[config.mk]
export PLATFORM = sky130hd
export DESIGN_NAME = protection_monitor_config
export DESIGN_NICKNAME = d
export VERILOG_FILES = /design/src/core/protection_monitor_pkg.sv /design/src/core/protection_monitor_config.sv /design/src/core/persist_filter.sv /design/src/core/fault_handler.sv
export VERILOG_INCLUDE_DIRS = /design/src /design/src/core
export SDC_FILE = /design/constraint.sdc
export NUM_CORES = 1
export LEC_CHECK = 0
export ABC_AREA = 0
export BUFFER_PORTS_ARGS = -buffer_cell sky130_fd_sc_hd__clkbuf_2
export CORE_MARGIN = 2
export CORE_UTILIZATION = 47
export DETAILED_ROUTE_END_ITERATION = 16
export GPL_TIMING_DRIVEN = 0
export PLACE_DENSITY = 0.76
export SLEW_MARGIN = 20
export SYNTH_ARGS = -nofsm -noshare
export SYNTH_HDL_FRONTEND = slang
export SYNTH_SLANG_ARGS = --single-unit
[constraint.sdc]
create_clock -name clk_i -period 2.25 [get_ports clk_i]
set_input_delay 0.3375 -clock clk_i [delete_from_list [all_inputs] [get_ports clk_i]]
set_output_delay 0.3375 -clock clk_i [all_outputs]
set_load 0.01 [all_outputs]
[src/core/protection_monitor_defs.svh]
/*
  Register offsets, field positions, reset values and timing counts of the
  protection monitor configuration bank. Assumes one 200 MHz clock.
*/
`ifndef PROTECTION_MONITOR_DEFS_SVH
`define PROTECTION_MONITOR_DEFS_SVH

// register indices; byte address is four times the index
`define DS_THRESH_IDX      8'h0a
`define OFFLINE_DIAG_IDX   8'h0b
`define SUPPLY_MON_IDX     8'h0c
`define EVENT_STATUS_IDX   8'h10
`define EVENT_MASK_IDX     8'h11
`define MONITOR_STATE_IDX  8'h12

// reset values
`define DS_THRESH_RST      8'hdd
`define OFFLINE_DIAG_RST   8'h00
`define SUPPLY_MON_RST     8'h14
`define EVENT_MASK_RST     4'h0

// drain-source threshold fields
`define HS_THRESH_MSB      7
`define HS_THRESH_LSB      4
`define LS_THRESH_MSB      3
`define LS_THRESH_LSB      0

// offline diagnostic fields
`define DIAG_EN_BIT        4
`define BR1_PU_BIT         3
`define BR1_PD_BIT         2
`define BR2_PU_BIT         1
`define BR2_PD_BIT         0

// supply monitor fields
`define UV_MODE_BIT        7
`define OV_MODE_MSB        6
`define OV_MODE_LSB        5
`define OV_DG_MSB          4
`define OV_DG_LSB          3
`define OV_THRESH_BIT      2
`define CP_MODE_BIT        1
`define CP_THRESH_BIT      0

// event bits
`define EV_SUPPLY_UV       0
`define EV_SUPPLY_OV       1
`define EV_OV_WARN         2
`define EV_CP_UV           3

// deglitch times and counts
`define CLK_PERIOD_PS      5000
`define OV_DG0_NS          1000
`define OV_DG1_NS          2000
`define OV_DG2_NS          4000
`define OV_DG3_NS          8000
`define NS_TO_CYC(ns)      (((ns) * 1000) / `CLK_PERIOD_PS)

`endif

[src/core/protection_monitor_pkg.sv]
/*
  Types shared by the protection monitor bank. No assumptions beyond
  the defs header for numeric constants.
*/
package protection_monitor_pkg;

  // handling of a supply overvoltage event, in field code order
  typedef enum logic [1:0] {
    OV_LATCHED,
    OV_AUTO,
    OV_WARN_ONLY,
    OV_DISABLED
  } ov_mode_t;

  // state of one fault handler
  typedef enum logic {
    MON_CLEAR,
    MON_FAULT
  } mon_state_t;

endpackage : protection_monitor_pkg

[src/core/protection_monitor_config.sv]
/*
  Protection monitor configuration bank with a classic Wishbone slave.
  Holds drain-source thresholds, offline diagnostic enables and supply
  monitor settings, and runs the supply and charge-pump fault handling.
  Assumes comparator inputs synchronous to clk_i and a 200 MHz clock.
*/
`timescale 1ns/100ps
`include "protection_monitor_defs.svh"
module protection_monitor_config #(
  parameter int ADDR_W = 8,
  parameter int DG_W   = 11
) (
  input  wire logic              clk_i,
  input  wire logic              rst_i,
  // wishbone slave
  input  wire logic [ADDR_W-1:0] adr_i,
  input  wire logic [31:0]       dat_i,
  output logic      [31:0]       dat_o,
  input  wire logic              we_i,
  input  wire logic [3:0]        sel_i,
  input  wire logic              cyc_i,
  input  wire logic              stb_i,
  output logic                   ack_o,
  // comparator inputs
  input  wire logic              supply_uv_i,
  input  wire logic              supply_ov_i,
  input  wire logic              charge_pump_uv_i,
  // analog settings
  output logic      [3:0]        high_side_overcurrent_threshold_o,
  output logic      [3:0]        low_side_overcurrent_threshold_o,
  output logic                   supply_ov_threshold_high_o,
  output logic                   charge_pump_uv_threshold_high_o,
  // offline diagnostics
  output logic                   vds_realtime_mode_o,
  output logic                   offline_diag_enable_o,
  output logic                   bridge1_pullup_source_enable_o,
  output logic                   bridge1_pulldown_source_enable_o,
  output logic                   bridge2_pullup_source_enable_o,
  output logic                   bridge2_pulldown_source_enable_o,
  // protection results
  output logic                   drivers_off_o,
  output logic                   supply_ov_warning_o,
  output logic                   irq_o
);

  // event sources: supply uv, supply ov, ov warning, charge-pump uv
  localparam int NEV = 4;

  // register storage and bus handshake
  logic [7:0]       drain_source_threshold_ctrl_reg;
  logic [7:0]       offline_diag_ctrl_reg;
  logic [7:0]       supply_monitor_ctrl_reg;
  logic [NEV-1:0]   event_status_reg;
  logic [NEV-1:0]   event_mask_reg;
  logic [NEV-1:0]   event_status_next;
  logic             ack_reg;
  logic [31:0]      dat_reg;
  logic [7:0]       reg_index;
  logic             wr_stb;
  logic             rd_stb;
  logic             wr_byte0;
  logic             wr_ds;
  logic             wr_diag;
  logic             wr_mon;
  logic             wr_mask;
  logic             wr_status;

  // monitor path
  logic             supply_undervoltage_mode;
  protection_monitor_pkg::ov_mode_t supply_overvoltage_mode;
  logic [1:0]       supply_overvoltage_deglitch;
  logic             charge_pump_undervoltage_mode;
  // overvoltage qualification and handler results
  logic [DG_W-1:0]  ov_limit;
  logic             ov_qualified;
  logic             ov_fault_cond;
  logic             ov_warn_cond;
  logic             uv_fault;
  logic             ov_fault;
  logic             cp_fault;
  logic             any_fault;
  logic [4:0]       monitor_state;

  // event path
  logic [NEV-1:0]   level_now;
  logic [NEV-1:0]   level_prev_reg;
  logic [NEV-1:0]   event_pulse;
  logic [NEV-1:0]   clear_pulse;

  // elaboration checks
  if (ADDR_W < 8) begin : g_bad_addr
    $error("protection_monitor_config: ADDR_W must reach index 8'h12 times four");
  end
  if ((2 ** DG_W) <= `NS_TO_CYC(`OV_DG3_NS)) begin : g_bad_dg
    $error("protection_monitor_config: DG_W too small for the longest deglitch");
  end
  if (`EV_CP_UV >= NEV || `EV_OV_WARN >= NEV) begin : g_bad_nev
    $error("protection_monitor_config: event bit outside the status word");
  end

  // bus decode; sub-word index from the aligned byte address
  // indices beyond one byte fold to 8'hff, so a wide bus never aliases
  assign reg_index = (adr_i[ADDR_W-1:2] <= (ADDR_W-2)'(255)) ?
                     8'(adr_i[ADDR_W-1:2]) : 8'hff;
  // taken only while ack is low, so one access never acts twice
  assign rd_stb    = cyc_i && stb_i && !ack_reg && !we_i;
  assign wr_stb    = cyc_i && stb_i && !ack_reg && we_i;
  assign wr_byte0  = wr_stb && sel_i[0];

  // one write strobe per register; the upper bytes carry nothing
  assign wr_ds     = wr_byte0 && (reg_index == `DS_THRESH_IDX);
  assign wr_diag   = wr_byte0 && (reg_index == `OFFLINE_DIAG_IDX);
  assign wr_mon    = wr_byte0 && (reg_index == `SUPPLY_MON_IDX);
  assign wr_mask   = wr_byte0 && (reg_index == `EVENT_MASK_IDX);
  assign wr_status = wr_byte0 && (reg_index == `EVENT_STATUS_IDX);

  // one-cycle answer for every access, mapped or not
  // ack falls the cycle after it rises; never two in a row
  always_ff @(posedge clk_i) begin
    if (rst_i) begin
      ack_reg <= 1'b0;
    end else begin
      ack_reg <= cyc_i && stb_i && !ack_reg;
    end
  end

  assign ack_o = ack_reg;

  // drain-source overcurrent thresholds
  // a write lands at the edge that takes it, the same edge that raises ack
  always_ff @(posedge clk_i) begin
    if (rst_i) begin
      drain_source_threshold_ctrl_reg <= `DS_THRESH_RST;
    end else if (wr_ds) begin
      drain_source_threshold_ctrl_reg <= dat_i[7:0];
    end
  end

  // offline diagnostics; reserved bits are plain storage
  always_ff @(posedge clk_i) begin
    if (rst_i) begin
      offline_diag_ctrl_reg <= `OFFLINE_DIAG_RST;
    end else if (wr_diag) begin
      offline_diag_ctrl_reg <= dat_i[7:0];
    end
  end

  // supply and charge-pump monitor settings
  // new settings reach the monitors on the next edge
  always_ff @(posedge clk_i) begin
    if (rst_i) begin
      supply_monitor_ctrl_reg <= `SUPPLY_MON_RST;
    end else if (wr_mon) begin
      supply_monitor_ctrl_reg <= dat_i[7:0];
    end
  end

  // interrupt mask, same layout as the status
  // masking only gates irq; the status still records the event
  always_ff @(posedge clk_i) begin
    if (rst_i) begin
      event_mask_reg <= `EVENT_MASK_RST;
    end else if (wr_mask) begin
      event_mask_reg <= dat_i[NEV-1:0];
    end
  end

  // field decode
  // the mode enum follows the field codes one to one
  assign supply_undervoltage_mode      = supply_monitor_ctrl_reg[`UV_MODE_BIT];
  assign supply_overvoltage_mode       = protection_monitor_pkg::ov_mode_t'(
                                         supply_monitor_ctrl_reg[`OV_MODE_MSB:`OV_MODE_LSB]);
  assign supply_overvoltage_deglitch   = supply_monitor_ctrl_reg[`OV_DG_MSB:`OV_DG_LSB];
  assign charge_pump_undervoltage_mode = supply_monitor_ctrl_reg[`CP_MODE_BIT];

  // deglitch selection; counts derived from the clock period
  // the width check above keeps the longest count representable
  always_comb begin
    unique case (supply_overvoltage_deglitch)
      2'b00:   ov_limit = DG_W'(`NS_TO_CYC(`OV_DG0_NS));
      2'b01:   ov_limit = DG_W'(`NS_TO_CYC(`OV_DG1_NS));
      2'b10:   ov_limit = DG_W'(`NS_TO_CYC(`OV_DG2_NS));
      2'b11:   ov_limit = DG_W'(`NS_TO_CYC(`OV_DG3_NS));
    endcase
  end

  // any gap in the input restarts the persistence count
  persist_filter #(
    .CNT_W (DG_W)
  ) u_ov_filter (
    .clk_i       (clk_i),
    .rst_i       (rst_i),
    .cond_i      (supply_ov_i),
    .limit_i     (ov_limit),
    .qualified_o (ov_qualified)
  );

  // overvoltage routing by mode
  // warning-only never reaches a handler, so it cannot stop the drivers
  always_comb begin
    ov_fault_cond = 1'b0;
    ov_warn_cond  = 1'b0;
    unique case (supply_overvoltage_mode)
      protection_monitor_pkg::OV_LATCHED:   ov_fault_cond = ov_qualified;
      protection_monitor_pkg::OV_AUTO:      ov_fault_cond = ov_qualified;
      protection_monitor_pkg::OV_WARN_ONLY: ov_warn_cond  = ov_qualified;
      protection_monitor_pkg::OV_DISABLED:  ov_fault_cond = 1'b0;
    endcase
  end

  // software clear of a latched fault is the status write-one
  // it frees a latched handler only once the condition is gone
  assign clear_pulse = wr_status ? dat_i[NEV-1:0] : '0;

  // supply undervoltage acts on the raw level, with no deglitch
  fault_handler u_uv_handler (
    .clk_i   (clk_i),
    .rst_i   (rst_i),
    .cond_i  (supply_uv_i),
    .auto_i  (supply_undervoltage_mode),
    .clear_i (clear_pulse[`EV_SUPPLY_UV]),
    .fault_o (uv_fault)
  );

  // qualified overvoltage; auto recovery only in code 01b
  fault_handler u_ov_handler (
    .clk_i   (clk_i),
    .rst_i   (rst_i),
    .cond_i  (ov_fault_cond),
    .auto_i  (supply_overvoltage_mode == protection_monitor_pkg::OV_AUTO),
    .clear_i (clear_pulse[`EV_SUPPLY_OV]),
    .fault_o (ov_fault)
  );

  // charge-pump undervoltage, raw level like the supply
  fault_handler u_cp_handler (
    .clk_i   (clk_i),
    .rst_i   (rst_i),
    .cond_i  (charge_pump_uv_i),
    .auto_i  (charge_pump_undervoltage_mode),
    .clear_i (clear_pulse[`EV_CP_UV]),
    .fault_o (cp_fault)
  );

  // rising edges of fault and warning levels are the events
  assign level_now = {cp_fault, ov_warn_cond, ov_fault, uv_fault};

  always_ff @(posedge clk_i) begin
    if (rst_i) begin
      level_prev_reg <= '0;
    end else begin
      level_prev_reg <= level_now;
    end
  end

  assign event_pulse = level_now & ~level_prev_reg;

  // any active fault; shared by the shutdown and the state word
  assign any_fault     = uv_fault || ov_fault || cp_fault;
  assign monitor_state = {any_fault, level_now};

  // sticky status: set wins over a same-cycle clear
  // write-one-to-clear; bits written as zero are left alone
  assign event_status_next = (event_status_reg & ~clear_pulse) | event_pulse;

  always_ff @(posedge clk_i) begin
    if (rst_i) begin
      event_status_reg <= '0;
    end else begin
      event_status_reg <= event_status_next;
    end
  end

  // registered drive of settings and gated diagnostic sources
  // a clock of lag keeps the analog settings free of decode glitches
  always_ff @(posedge clk_i) begin
    if (rst_i) begin
      high_side_overcurrent_threshold_o <= 4'h0;
      low_side_overcurrent_threshold_o  <= 4'h0;
      supply_ov_threshold_high_o        <= 1'b0;
      charge_pump_uv_threshold_high_o   <= 1'b0;
      vds_realtime_mode_o               <= 1'b0;
      offline_diag_enable_o             <= 1'b0;
      bridge1_pullup_source_enable_o    <= 1'b0;
      bridge1_pulldown_source_enable_o  <= 1'b0;
      bridge2_pullup_source_enable_o    <= 1'b0;
      bridge2_pulldown_source_enable_o  <= 1'b0;
    end else begin
      high_side_overcurrent_threshold_o <=
        drain_source_threshold_ctrl_reg[`HS_THRESH_MSB:`HS_THRESH_LSB];
      low_side_overcurrent_threshold_o  <=
        drain_source_threshold_ctrl_reg[`LS_THRESH_MSB:`LS_THRESH_LSB];
      supply_ov_threshold_high_o        <= supply_monitor_ctrl_reg[`OV_THRESH_BIT];
      charge_pump_uv_threshold_high_o   <= supply_monitor_ctrl_reg[`CP_THRESH_BIT];
      vds_realtime_mode_o               <= offline_diag_ctrl_reg[`DIAG_EN_BIT];
      offline_diag_enable_o             <= offline_diag_ctrl_reg[`DIAG_EN_BIT];
      bridge1_pullup_source_enable_o    <= offline_diag_ctrl_reg[`DIAG_EN_BIT] &&
                                           offline_diag_ctrl_reg[`BR1_PU_BIT];
      bridge1_pulldown_source_enable_o  <= offline_diag_ctrl_reg[`DIAG_EN_BIT] &&
                                           offline_diag_ctrl_reg[`BR1_PD_BIT];
      bridge2_pullup_source_enable_o    <= offline_diag_ctrl_reg[`DIAG_EN_BIT] &&
                                           offline_diag_ctrl_reg[`BR2_PU_BIT];
      bridge2_pulldown_source_enable_o  <= offline_diag_ctrl_reg[`DIAG_EN_BIT] &&
                                           offline_diag_ctrl_reg[`BR2_PD_BIT];
    end
  end

  // fault outputs; a warning never turns the drivers off
  // irq uses the next status so it rises together with the status bit
  always_ff @(posedge clk_i) begin
    if (rst_i) begin
      drivers_off_o       <= 1'b0;
      supply_ov_warning_o <= 1'b0;
      irq_o               <= 1'b0;
    end else begin
      drivers_off_o       <= any_fault;
      supply_ov_warning_o <= ov_warn_cond;
      irq_o               <= |(event_status_next & event_mask_reg);
    end
  end

  // read data, captured with the answer; unmapped reads give zero
  // the word stands until the next read is taken
  always_ff @(posedge clk_i) begin
    if (rst_i) begin
      dat_reg <= 32'h0000_0000;
    end else if (rd_stb) begin
      unique case (reg_index)
        `DS_THRESH_IDX:     dat_reg <= {24'h00_0000, drain_source_threshold_ctrl_reg};
        `OFFLINE_DIAG_IDX:  dat_reg <= {24'h00_0000, offline_diag_ctrl_reg};
        `SUPPLY_MON_IDX:    dat_reg <= {24'h00_0000, supply_monitor_ctrl_reg};
        `EVENT_STATUS_IDX:  dat_reg <= {28'h000_0000, event_status_reg};
        `EVENT_MASK_IDX:    dat_reg <= {28'h000_0000, event_mask_reg};
        `MONITOR_STATE_IDX: dat_reg <= {27'h000_0000, monitor_state};
        default:            dat_reg <= 32'h0000_0000;
      endcase
    end
  end

  assign dat_o = dat_reg;

endmodule : protection_monitor_config

[src/core/persist_filter.sv]
/*
  Persistence filter: output rises once the condition has held for the
  selected number of cycles. Assumes a synchronous condition input.
*/
`timescale 1ns/100ps
module persist_filter #(
  parameter int CNT_W = 11
) (
  input  wire logic             clk_i,
  input  wire logic             rst_i,
  input  wire logic             cond_i,
  input  wire logic [CNT_W-1:0] limit_i,
  output logic                  qualified_o
);

  logic [CNT_W-1:0] count_reg;

  if (CNT_W < 2) begin : g_bad_width
    $error("persist_filter: CNT_W too small");
  end

  // restart on any gap so short glitches never qualify
  always_ff @(posedge clk_i) begin
    if (rst_i || !cond_i) begin
      count_reg <= '0;
    end else if (count_reg < limit_i) begin
      count_reg <= count_reg + 1'b1;
    end
  end

  assign qualified_o = cond_i && (count_reg >= limit_i);

endmodule : persist_filter

[src/core/fault_handler.sv]
/*
  One fault handler: latched or automatic recovery. Assumes clear_i is a
  one-cycle pulse from a software write.
*/
`timescale 1ns/100ps
module fault_handler (
  input  wire logic clk_i,
  input  wire logic rst_i,
  input  wire logic cond_i,
  input  wire logic auto_i,
  input  wire logic clear_i,
  output logic      fault_o
);

  protection_monitor_pkg::mon_state_t state_reg;

  // latched faults wait for software and a gone condition
  always_ff @(posedge clk_i) begin
    if (rst_i) begin
      state_reg <= protection_monitor_pkg::MON_CLEAR;
    end else begin
      unique case (state_reg)
        protection_monitor_pkg::MON_CLEAR: begin
          if (cond_i) state_reg <= protection_monitor_pkg::MON_FAULT;
        end
        protection_monitor_pkg::MON_FAULT: begin
          if (!cond_i && (auto_i || clear_i)) begin
            state_reg <= protection_monitor_pkg::MON_CLEAR;
          end
        end
      endcase
    end
  end

  assign fault_o = (state_reg == protection_monitor_pkg::MON_FAULT);

endmodule : fault_handler

-- Word-level counts from Yosys, hierarchy flattened
Index checks and enable logic that the tools add are counted.
W data, S select, Z words.
- magnitude comparators: 3
- reductions and logical operators: 34
- bitwise operators: 9
- mux-type cells: 15
- equality and inequality tests: 11
- add/sub/neg operators: 1
- operators with widths (operator ; number):
    $pmux W8 S6 ; 1
    $pmux W11 S4 ; 1
    $eq A8 B4 Y1 const B ; 3
    $eq A8 B5 Y1 const B ; 3
    $logic_and A1 B1 Y1 ; 18
    $and A4 B4 Y4 ; 3
    $add A11 B1 Y11 const B ; 1
    $ge A11 B11 Y1 ; 1
    $lt A11 B11 Y1 ; 1
    $mux W1 ; 8
    $mux W8 ; 1
    $not A4 Y4 ; 2
    $eq A2 B2 Y1 const B ; 3
    $le A6 B6 Y1 const B ; 1
    $logic_not A1 Y1 ; 6
    $logic_or A1 B1 Y1 ; 6
    $pmux W1 S2 ; 3
    $eq A2 B1 Y1 const B ; 2
    $logic_not A2 Y1 ; 2
    $mux W4 ; 1
    $or A4 B4 Y4 ; 1
    $reduce_or A4 Y1 ; 1
    $not A1 Y1 ; 3
    $reduce_or A2 Y1 ; 1
- output and inout bits: 52
- logic and storage cells: 97
- register bits: 101
- input bits: 52

-- Depth between registers and ports, before layout
Gate-level depths: netlist of the first run.
- word-level depth: 11
- mapped depth: 10
- depth with buffers taken out: 9

-- Modules after synthesis
A second synthesis of the first run with hierarchy kept.
- cell total of the unflattened synthesis: 432
- area, all modules: 3854.9 um^2
- modules (own cells, without submodules) (module ; times used ; cells each ; sequential area each (um^2) ; area each (um^2)):
    protection_monitor_config ; 1 ; 312 ; 1241.2 ; 2845.2
    persist_filter ; 1 ; 108 ; 220.2 ; 897.1
    fault_handler ; 3 ; 4 ; 20.0 ; 37.5

-- Least setup slack after synthesis of the first run
Ideal clock, no wire load.
- kind: register -> register
- start point: register supply_monitor_ctrl_reg[4]
- end point: register u_ov_filter.count_reg[8]
- required time: 2.180 ns
- period minus slack after synthesis: 2.491 ns
- data arrival time: 2.421 ns
- library setup time: 0.070 ns
- slack: -0.241 ns
- stages on the path, launching flop included: 11
- path buffers: 1
- path through: dfxtp_1 -> inv_1 -> ha_1 -> inv_1 -> ha_1 -> a21oi_1 -> o21ai_1 -> or3_1 -> clkbuf_1 -> or4_1 -> a21oi_1
- cells in the longest elaborated chain, start to end: 3
- elaborated cells on any way between the ends: 6
- those cells by class: order compare (1); eq/ne (3); mux (1); reduce/logical (1)
- ends and longest elaborated chain (element ; line ; RTL):
    start, declared ; protection_monitor_config.sv:52 ; logic [7:0] supply_monitor_ctrl_reg;
    start signal, assigned ; protection_monitor_config.sv:152 ; supply_monitor_ctrl_reg <= `SUPPLY_MON_RST;
    start signal, assigned ; protection_monitor_config.sv:154 ; supply_monitor_ctrl_reg <= dat_i[7:0];
    $eq A2 B2 Y1 (tied with other cells) ; protection_monitor_config.sv:179 ; unique case (supply_overvoltage_deglitch)
    $pmux W11 S4 (*) ; protection_monitor_config.sv:179 ;
    $lt A11 B11 Y1 (*) ; persist_filter.sv:26 ; end else if (count_reg < limit_i) begin
    end signal, assigned ; persist_filter.sv:27 ; count_reg <= count_reg + 1'b1;
    end, declared ; persist_filter.sv:16 ; logic [CNT_W-1:0] count_reg;
Mark *: on every way between the ends. The rest lies on a longest branch, timed or not. The select of a mux whose other input is x is not followed.
A chain may end at the register's enable or synchronous reset.

-- Worst setup path after layout of the first run
- start point: register supply_monitor_ctrl_reg[4]
- end point: register u_ov_filter.count_reg[10]
The elaborated chain is that of the path after synthesis.

==> results of run 1 <==
## routing by layer
layer  GRT usage (%)  wire [um]  vias up
li1                -          -     1531
met1            26.4       3800     1486
met2            36.3       4330      103
met3            4.73        509       25
met4            9.47        216        0
met5               0          0        -
## report_power, final
group	leakage (nW)	switching [mW]	internal, mW
Combinational	1.12	0.127	0.0893
Sequential	0.619	0.0127	1.37
Clock	0.101	0.555	0.528
Total	1.84	0.695	1.98
## final timing paths
path	start	slack, ns	to	depth (start not counted)
worst max-delay path	supply_monitor_ctrl_reg[4]	-0.05	u_ov_filter.count_reg[10]	9
worst min-delay path	charge_pump_uv_i	0.20	u_cp_handler.fault_o	3
worst max register to register	supply_monitor_ctrl_reg[4]	-0.05	u_ov_filter.count_reg[10]	9
worst min register to register	drain_source_threshold_ctrl_reg[7]	0.48	high_side_overcurrent_threshold_o[3]	1
## cell families (layout without fill, tap and decap cells)
family          Yosys count  in the layout
flops                    76             76
other cells               1             24
mux                      24             24
buf+inv                  60            133
fa+ha+maj                14             14
compound gates           74             74
simple gates            144            144
## final cells by class
type                       count  area, um^2  share of cell area (%)
buffer                        43         268                    5.96
clock inverter                 7        81.3                    1.81
clock buffer                   9         124                    2.76
timing repair buffer          58         314                    6.99
tap                           99         124                    2.76
sequential                    76        1530                    34.0
inverter                      16        65.1                    1.45
multi-input combinational    280        1990                    44.3
## metrics by stage
stage               area [um^2]  cells  utilization [%]
floorplan                  3710    416                -
global route               4500    588             61.3
CTS                        4400    586             60.0
finish                     4500    588             61.3
global placement           4090    565             55.8
detailed placement         4090    565             55.8
## cell usage after synthesis, types with 2 or more instances
master,number
nor2_1,46
a222oi_1,7
nand4_1,3
o21ai_0,6
nand3b_1,2
and3_1,3
a311oi_1,6
nor3b_1,2
nand3_1,5
a22oi_1,2
nor3_1,5
a211o_1,8
or3_1,2
a21oi_1,18
or4_1,6
a31oi_1,3
mux2i_1,24
inv_1,15
clkbuf_1,13
a211oi_1,4
nand2b_1,7
buf_1,2
nor4b_1,3
o311ai_0,2
o31ai_1,6
nor2b_1,27
ha_1,14
or2_2,3
buf_4,25
buf_2,4
and2_1,5
dfxtp_1,76
nand2_1,18
## worst min-delay path: stages
cell and delay (ns):
clkbuf_2 0.08, a31oi_1 0.03, nor2_1 0.07
## timing repair
action / 4_1_cts / 5_1_grt
setup endpoints to repair: 13 / 13
buffers inserted: 6 / 2
endpoints found under the hold margin: 0 / 0
pin swaps: 11 / 6
gates resized for setup: 14 / 21
==> run_results.csv, run 1 <==
group,metric,value,unit
status,status,"finished with violations",
status,violations,"negative setup slack",
yosys,netlist_instances,393,
clock_network,cts-hold-fix-buffers,0,
floorplan,core-area,0.00733,mm^2
floorplan,die_x,91.4,um
global_routing,first_global_vias,3035,
floorplan,pin_count,104,
clock_network,h-tree-depth,3,
layout,fin_nets,550,
critical_path,worst_path_largest_cell_delay,0.49,ns
power_and_ir_drop,power.density,596,mW/mm^2
critical_path,path_max_fanout,6,
yosys,yosys_register_bits,76,
critical_path,cp.buffers_inverters,2,
drt,wl_per_cell,15.1,um
critical_path,crit_path_end_kind,"flop",
flow_run,drv_cap,0,
critical_path,worstSetupPathType,"flop to flop",
timing,setup_viol,2,
yosys,synth_top_family_by_area,"simple AND/OR/NAND/NOR gates",
clock_network,cts_tree,"built",
drt,drc,0,
clock_network,path_clk_slew,0.09,ns
critical_path,crit_slowest_cell,"or4_4",
layout,drive_above_1_share,28.4,%
min_path,hold_class,"input pin to flop",
critical_path,cp_top_family,"simple AND/OR/NAND/NOR gates",
layout,diodes,0,
yosys,yosys.area_share.xor_xnor,0,%
timing,clock.fmax,0.435,GHz
floorplan,dieArea,0.00836,mm^2
placed_design,port_buffers,50,
timing,setup_ws,-0.0470,ns
critical_path,crit_arrival,2.59,ns
drt,via_per_inst,5.35,
timing,rsz0062_at_grt,"true",
timing,skew,0.0127,ns
layout,final_common_cell,"dfxtp_1",
drt,routed_wl,8860,um
drt,drt_iter0_drc,212,
critical_path,crit_path_frequent_cell,"ha_4",
floorplan,num_rows,31,
clock_network,cts.path.max_buffers,2,
timing,whs,0.201,ns
yosys,synth_edf_count,0,
timing,setup_tns,-0.0735,ns
power_and_ir_drop,p_leak,1.84,nW
yosys,post-synth-top-area-cell,"dfxtp_1",
yosys,synth.area.mux_share,6.69,%
yosys,synthTopCellsByArea,"dfxtp_1 42%, mux2i_1 6.7%, buf_4 5.2%",
global_routing,grt_pass1_wl,14400,um
timing,tightest_slew,0.836,ns
timing,min_period,2.30,ns
yosys,async_flop_share,0,%
yosys,avgSynthCellArea,9.14,um^2
drt,dr.pass1.iters,6,
drt,vias,3145,
global_routing,grt_max_degree,16,
yosys,synth_compound_area_share,14.9,%
placed_design,globalplace.congestion,0.914,
yosys,ys_types,54,
timing,hold_violations,0,
floorplan,die_h,91.4,um
yosys,yosysSeqAreaShare,42.4,%
floorplan,initial_utilization,49.0,%
clock_network,root_buffer,"clkbuf_8",
clock_network,clock-sinks,76,
layout,largest_reg_flops,11,
timing,slew_violations,0,
placed_design,hpwl,6190,um
layout,mostFrequentLayoutCells,"74 x dfxtp_1, 50 x clkbuf_2, 46 x nor2_1",
global_routing,grt_antenna_before_repair,0,
critical_path,worstPathCellList,"inv_4 > ha_4 > inv_2 > ha_4 > a21oi_4 > o21ai_2 > or3_4 > or4_4 > a21oi_2",
placed_design,place_ws,-0.293,ns
yosys,synth-main-ff-cell,"dfxtp_1",
yosys,synth_top_cell_area_share,42.4,%
layout,nFillCells,659,
yosys,synthAdderAreaFrac,4.88,%
timing,period_share,102,%
global_routing,grt_usage,21.6,%
timing,maxSlewHeadroom,43.5,%
yosys,ys_warn_count,0,
clock_network,clk_latency,0.36,ns
yosys,synth_area,0.00359,mm^2
power_and_ir_drop,totalPowerFinal,2.68,mW
critical_path,worstPathRequired,2.54,ns
clock_network,cts_buffers,9,
global_routing,grt_overflow,0,
layout,syn_to_final_growth,25.1,%
power_and_ir_drop,peakVddDrop,277,uV
drt,antenna_left,0,
yosys,yosys.area_share.simple,22.0,%
critical_path,worstSetupStartpointType,"flop",
(Power assumes the default switching activity.)
==> inputs of run 2 (changes only) <==
Clock period 2.25 ns to 1.9 ns, I/O delays scaled along.
==> run 2 against run 1 <==
Effect of this change: power is 27% higher; clock power is 38% higher; clock-buffer cell count is 1 higher; global-route usage is 1.1 points higher; sequential cell count stayed put; wire length is 5.6% higher; the run still ends with negative setup slack left; critical endpoint is now irq_o; clock skew is 0.0027 ns lower; register-to-register slack worse by 0.26 ns; combinational power is 24% higher; worst hold slack worse by 0.052 ns.
==> run_results.csv, run 2 (synthesized netlist as in run 1, its figures left out) <==
group,metric,value,unit
status,status,"finished with violations",
status,violations,"negative setup slack",
timing,clock.fmax,0.454,GHz
global_routing,grt_pass1_wl,15100,um
timing,rsz0062_at_grt,"true",
timing,slew_violations,0,
power_and_ir_drop,combPwrFrac,7.9,%
placed_design,globalplace.congestion,0.870,
floorplan,initial_utilization,49.0,%
drt,via_per_inst,5.35,
timing,maxSlewHeadroom,62.3,%
global_routing,first_global_vias,3150,
power_and_ir_drop,peakVddDrop,413,uV
critical_path,worstPathRequired,2.15,ns
drt,drc,0,
drt,routed_wl,9360,um
timing,hold_violations,0,
global_routing,grt_max_degree,15,
layout,mostFrequentLayoutCells,"74 x dfxtp_1, 52 x clkbuf_2, 45 x nor2_1",
layout,seq_area,0.00153,mm^2
min_path,hold_class,"input pin to flop",
drt,vias,3208,
placed_design,hpwl,6250,um
floorplan,die_x,91.4,um
timing,min_period,2.20,ns
layout,final_util,65.5,%
drt,antenna_left,0,
layout,multi_input_area,0.00213,mm^2
power_and_ir_drop,power.switching,0.829,mW
flow_run,drv_cap,0,
timing,tightest_slew,0.565,ns
global_routing,grt_antenna_before_repair,0,
layout,largest_reg_flops,11,
floorplan,dieArea,0.00836,mm^2
clock_network,cts.path.max_buffers,2,
drt,dr.pass1.iters,6,
placed_design,place_ws,-0.490,ns
floorplan,core-area,0.00733,mm^2
critical_path,crit_path_end_kind,"flop",
timing,setup_ws,-0.304,ns
power_and_ir_drop,clkPwrFrac,43.9,%
critical_path,path_max_fanout,4,
clock_network,cts_tree,"built",
layout,drive_above_1_share,34.3,%
power_and_ir_drop,p_sw_share,24.5,%
power_and_ir_drop,p_leak,1.94,nW
floorplan,num_rows,31,
power_and_ir_drop,internal_power,2.56,mW
timing,whs,0.149,ns
critical_path,worstSetupPathType,"flop to flop",
layout,final_common_cell,"dfxtp_1",
timing,setup_viol,13,
power_and_ir_drop,power.density,705,mW/mm^2
clock_network,h-tree-depth,3,
layout,nFillCells,604,
global_routing,grt_usage,22.8,%
clock_network,cts_buffers,9,
layout,fin_nets,562,
timing,skew,0.0100,ns
layout,syn_to_final_growth,33.8,%
floorplan,pin_count,104,
power_and_ir_drop,seqPwrFrac,48.2,%
clock_network,clock-sinks,76,
global_routing,grt_overflow,0,
critical_path,worstSetupStartpointType,"flop",
placed_design,port_buffers,50,
timing,period_share,116,%
layout,fin_area,0.00480,mm^2
power_and_ir_drop,totalPowerFinal,3.39,mW
drt,drt_iter0_drc,209,
clock_network,path_clk_slew,0.09,ns
layout,diodes,0,
clock_network,clk_latency,0.36,ns
clock_network,root_buffer,"clkbuf_8",
placed_design,place_area,0.00411,mm^2
critical_path,crit_arrival,2.45,ns
floorplan,die_h,91.4,um
drt,wl_per_cell,15.6,um
-- run 2: changes by cell type in the layout (fill, tap and decap cells not counted), sizes merged --
cell    change
a21oi       +1
bufinv      +1
inv         -2
clkbuf      +1
buf        +11
-- run 2: final cells by class --
cell class              instances  area share, %
flip-flops and latches         76           31.8
multi-input cells             281           44.4
clock buffers                  10           3.10
plain buffers                  42           5.99
clock inverters                 6           1.95
inverters                      16           1.35
well taps                      99           2.58
repair buffers                 70           8.80
-- run 2: worst paths after layout --
kind | startpoint | endpoint | slack [ns] | cells past startpoint
setup / recovery | supply_monitor_ctrl_reg[4] | irq_o | -0.30 | 9
hold / removal | charge_pump_uv_i | u_cp_handler.fault_o | 0.15 | 3
setup reg to reg | supply_monitor_ctrl_reg[4] | irq_o | -0.30 | 9
hold reg to reg | drain_source_threshold_ctrl_reg[2] | low_side_overcurrent_threshold_o[2] | 0.48 | 1
-- run 2: stage by stage --
step	setup TNS (ns)	cells
floorplan	-1.26	416
CTS	-2.26	596
global placement	-11.49	565
global route	-4.03	600
finish	-2.95	600
detailed placement	-13.50	565
-- run 2: power groups by stage --
stage | registers [mW] | clock network, mW | logic (mW)
finish | 1.63 | 1.49 | 0.268
CTS | 1.63 | 1.50 | 0.257
global placement | 1.67 | 0 | 0.245
floorplan | 1.68 | 0 | 0.153
global route | 1.64 | 1.58 | 0.293
detailed placement | 1.67 | 0 | 0.249
-- run 2: timing repair --
item / 4_1_cts / 5_1_grt
pin swaps: 15 / 10
hold buffers: 0 / 0
setup buffers: 15 / 4
resized for setup: 35 / 31
cloned: 2 / 0
endpoints found under the setup margin: 28 / 37
-- run 2: critical path: stages, from the launching register on --
cell and delay (ns):
dfxtp_4 0.39, inv_4 0.05, ha_4 0.23, buf_4 0.14, ha_4 0.23, a21oi_4 0.17, or2_2 0.16, o311ai_4 0.12
a31o_1 0.26, a221o_1 0.34
-- run 2: per-layer routing --
layer / routed length (um) / part of all wire [%] / up-vias / global-route usage [%]
met3: 510 / 5.5 / 15 / 6.14
met1: 3850 / 41 / 1531 / 25.9
met2: 4840 / 52 / 114 / 40.6
met4: 150 / 1.6 / 0 / 8.21
met5: 0 / 0 / - / 0
li1: - / - / 1548 / -
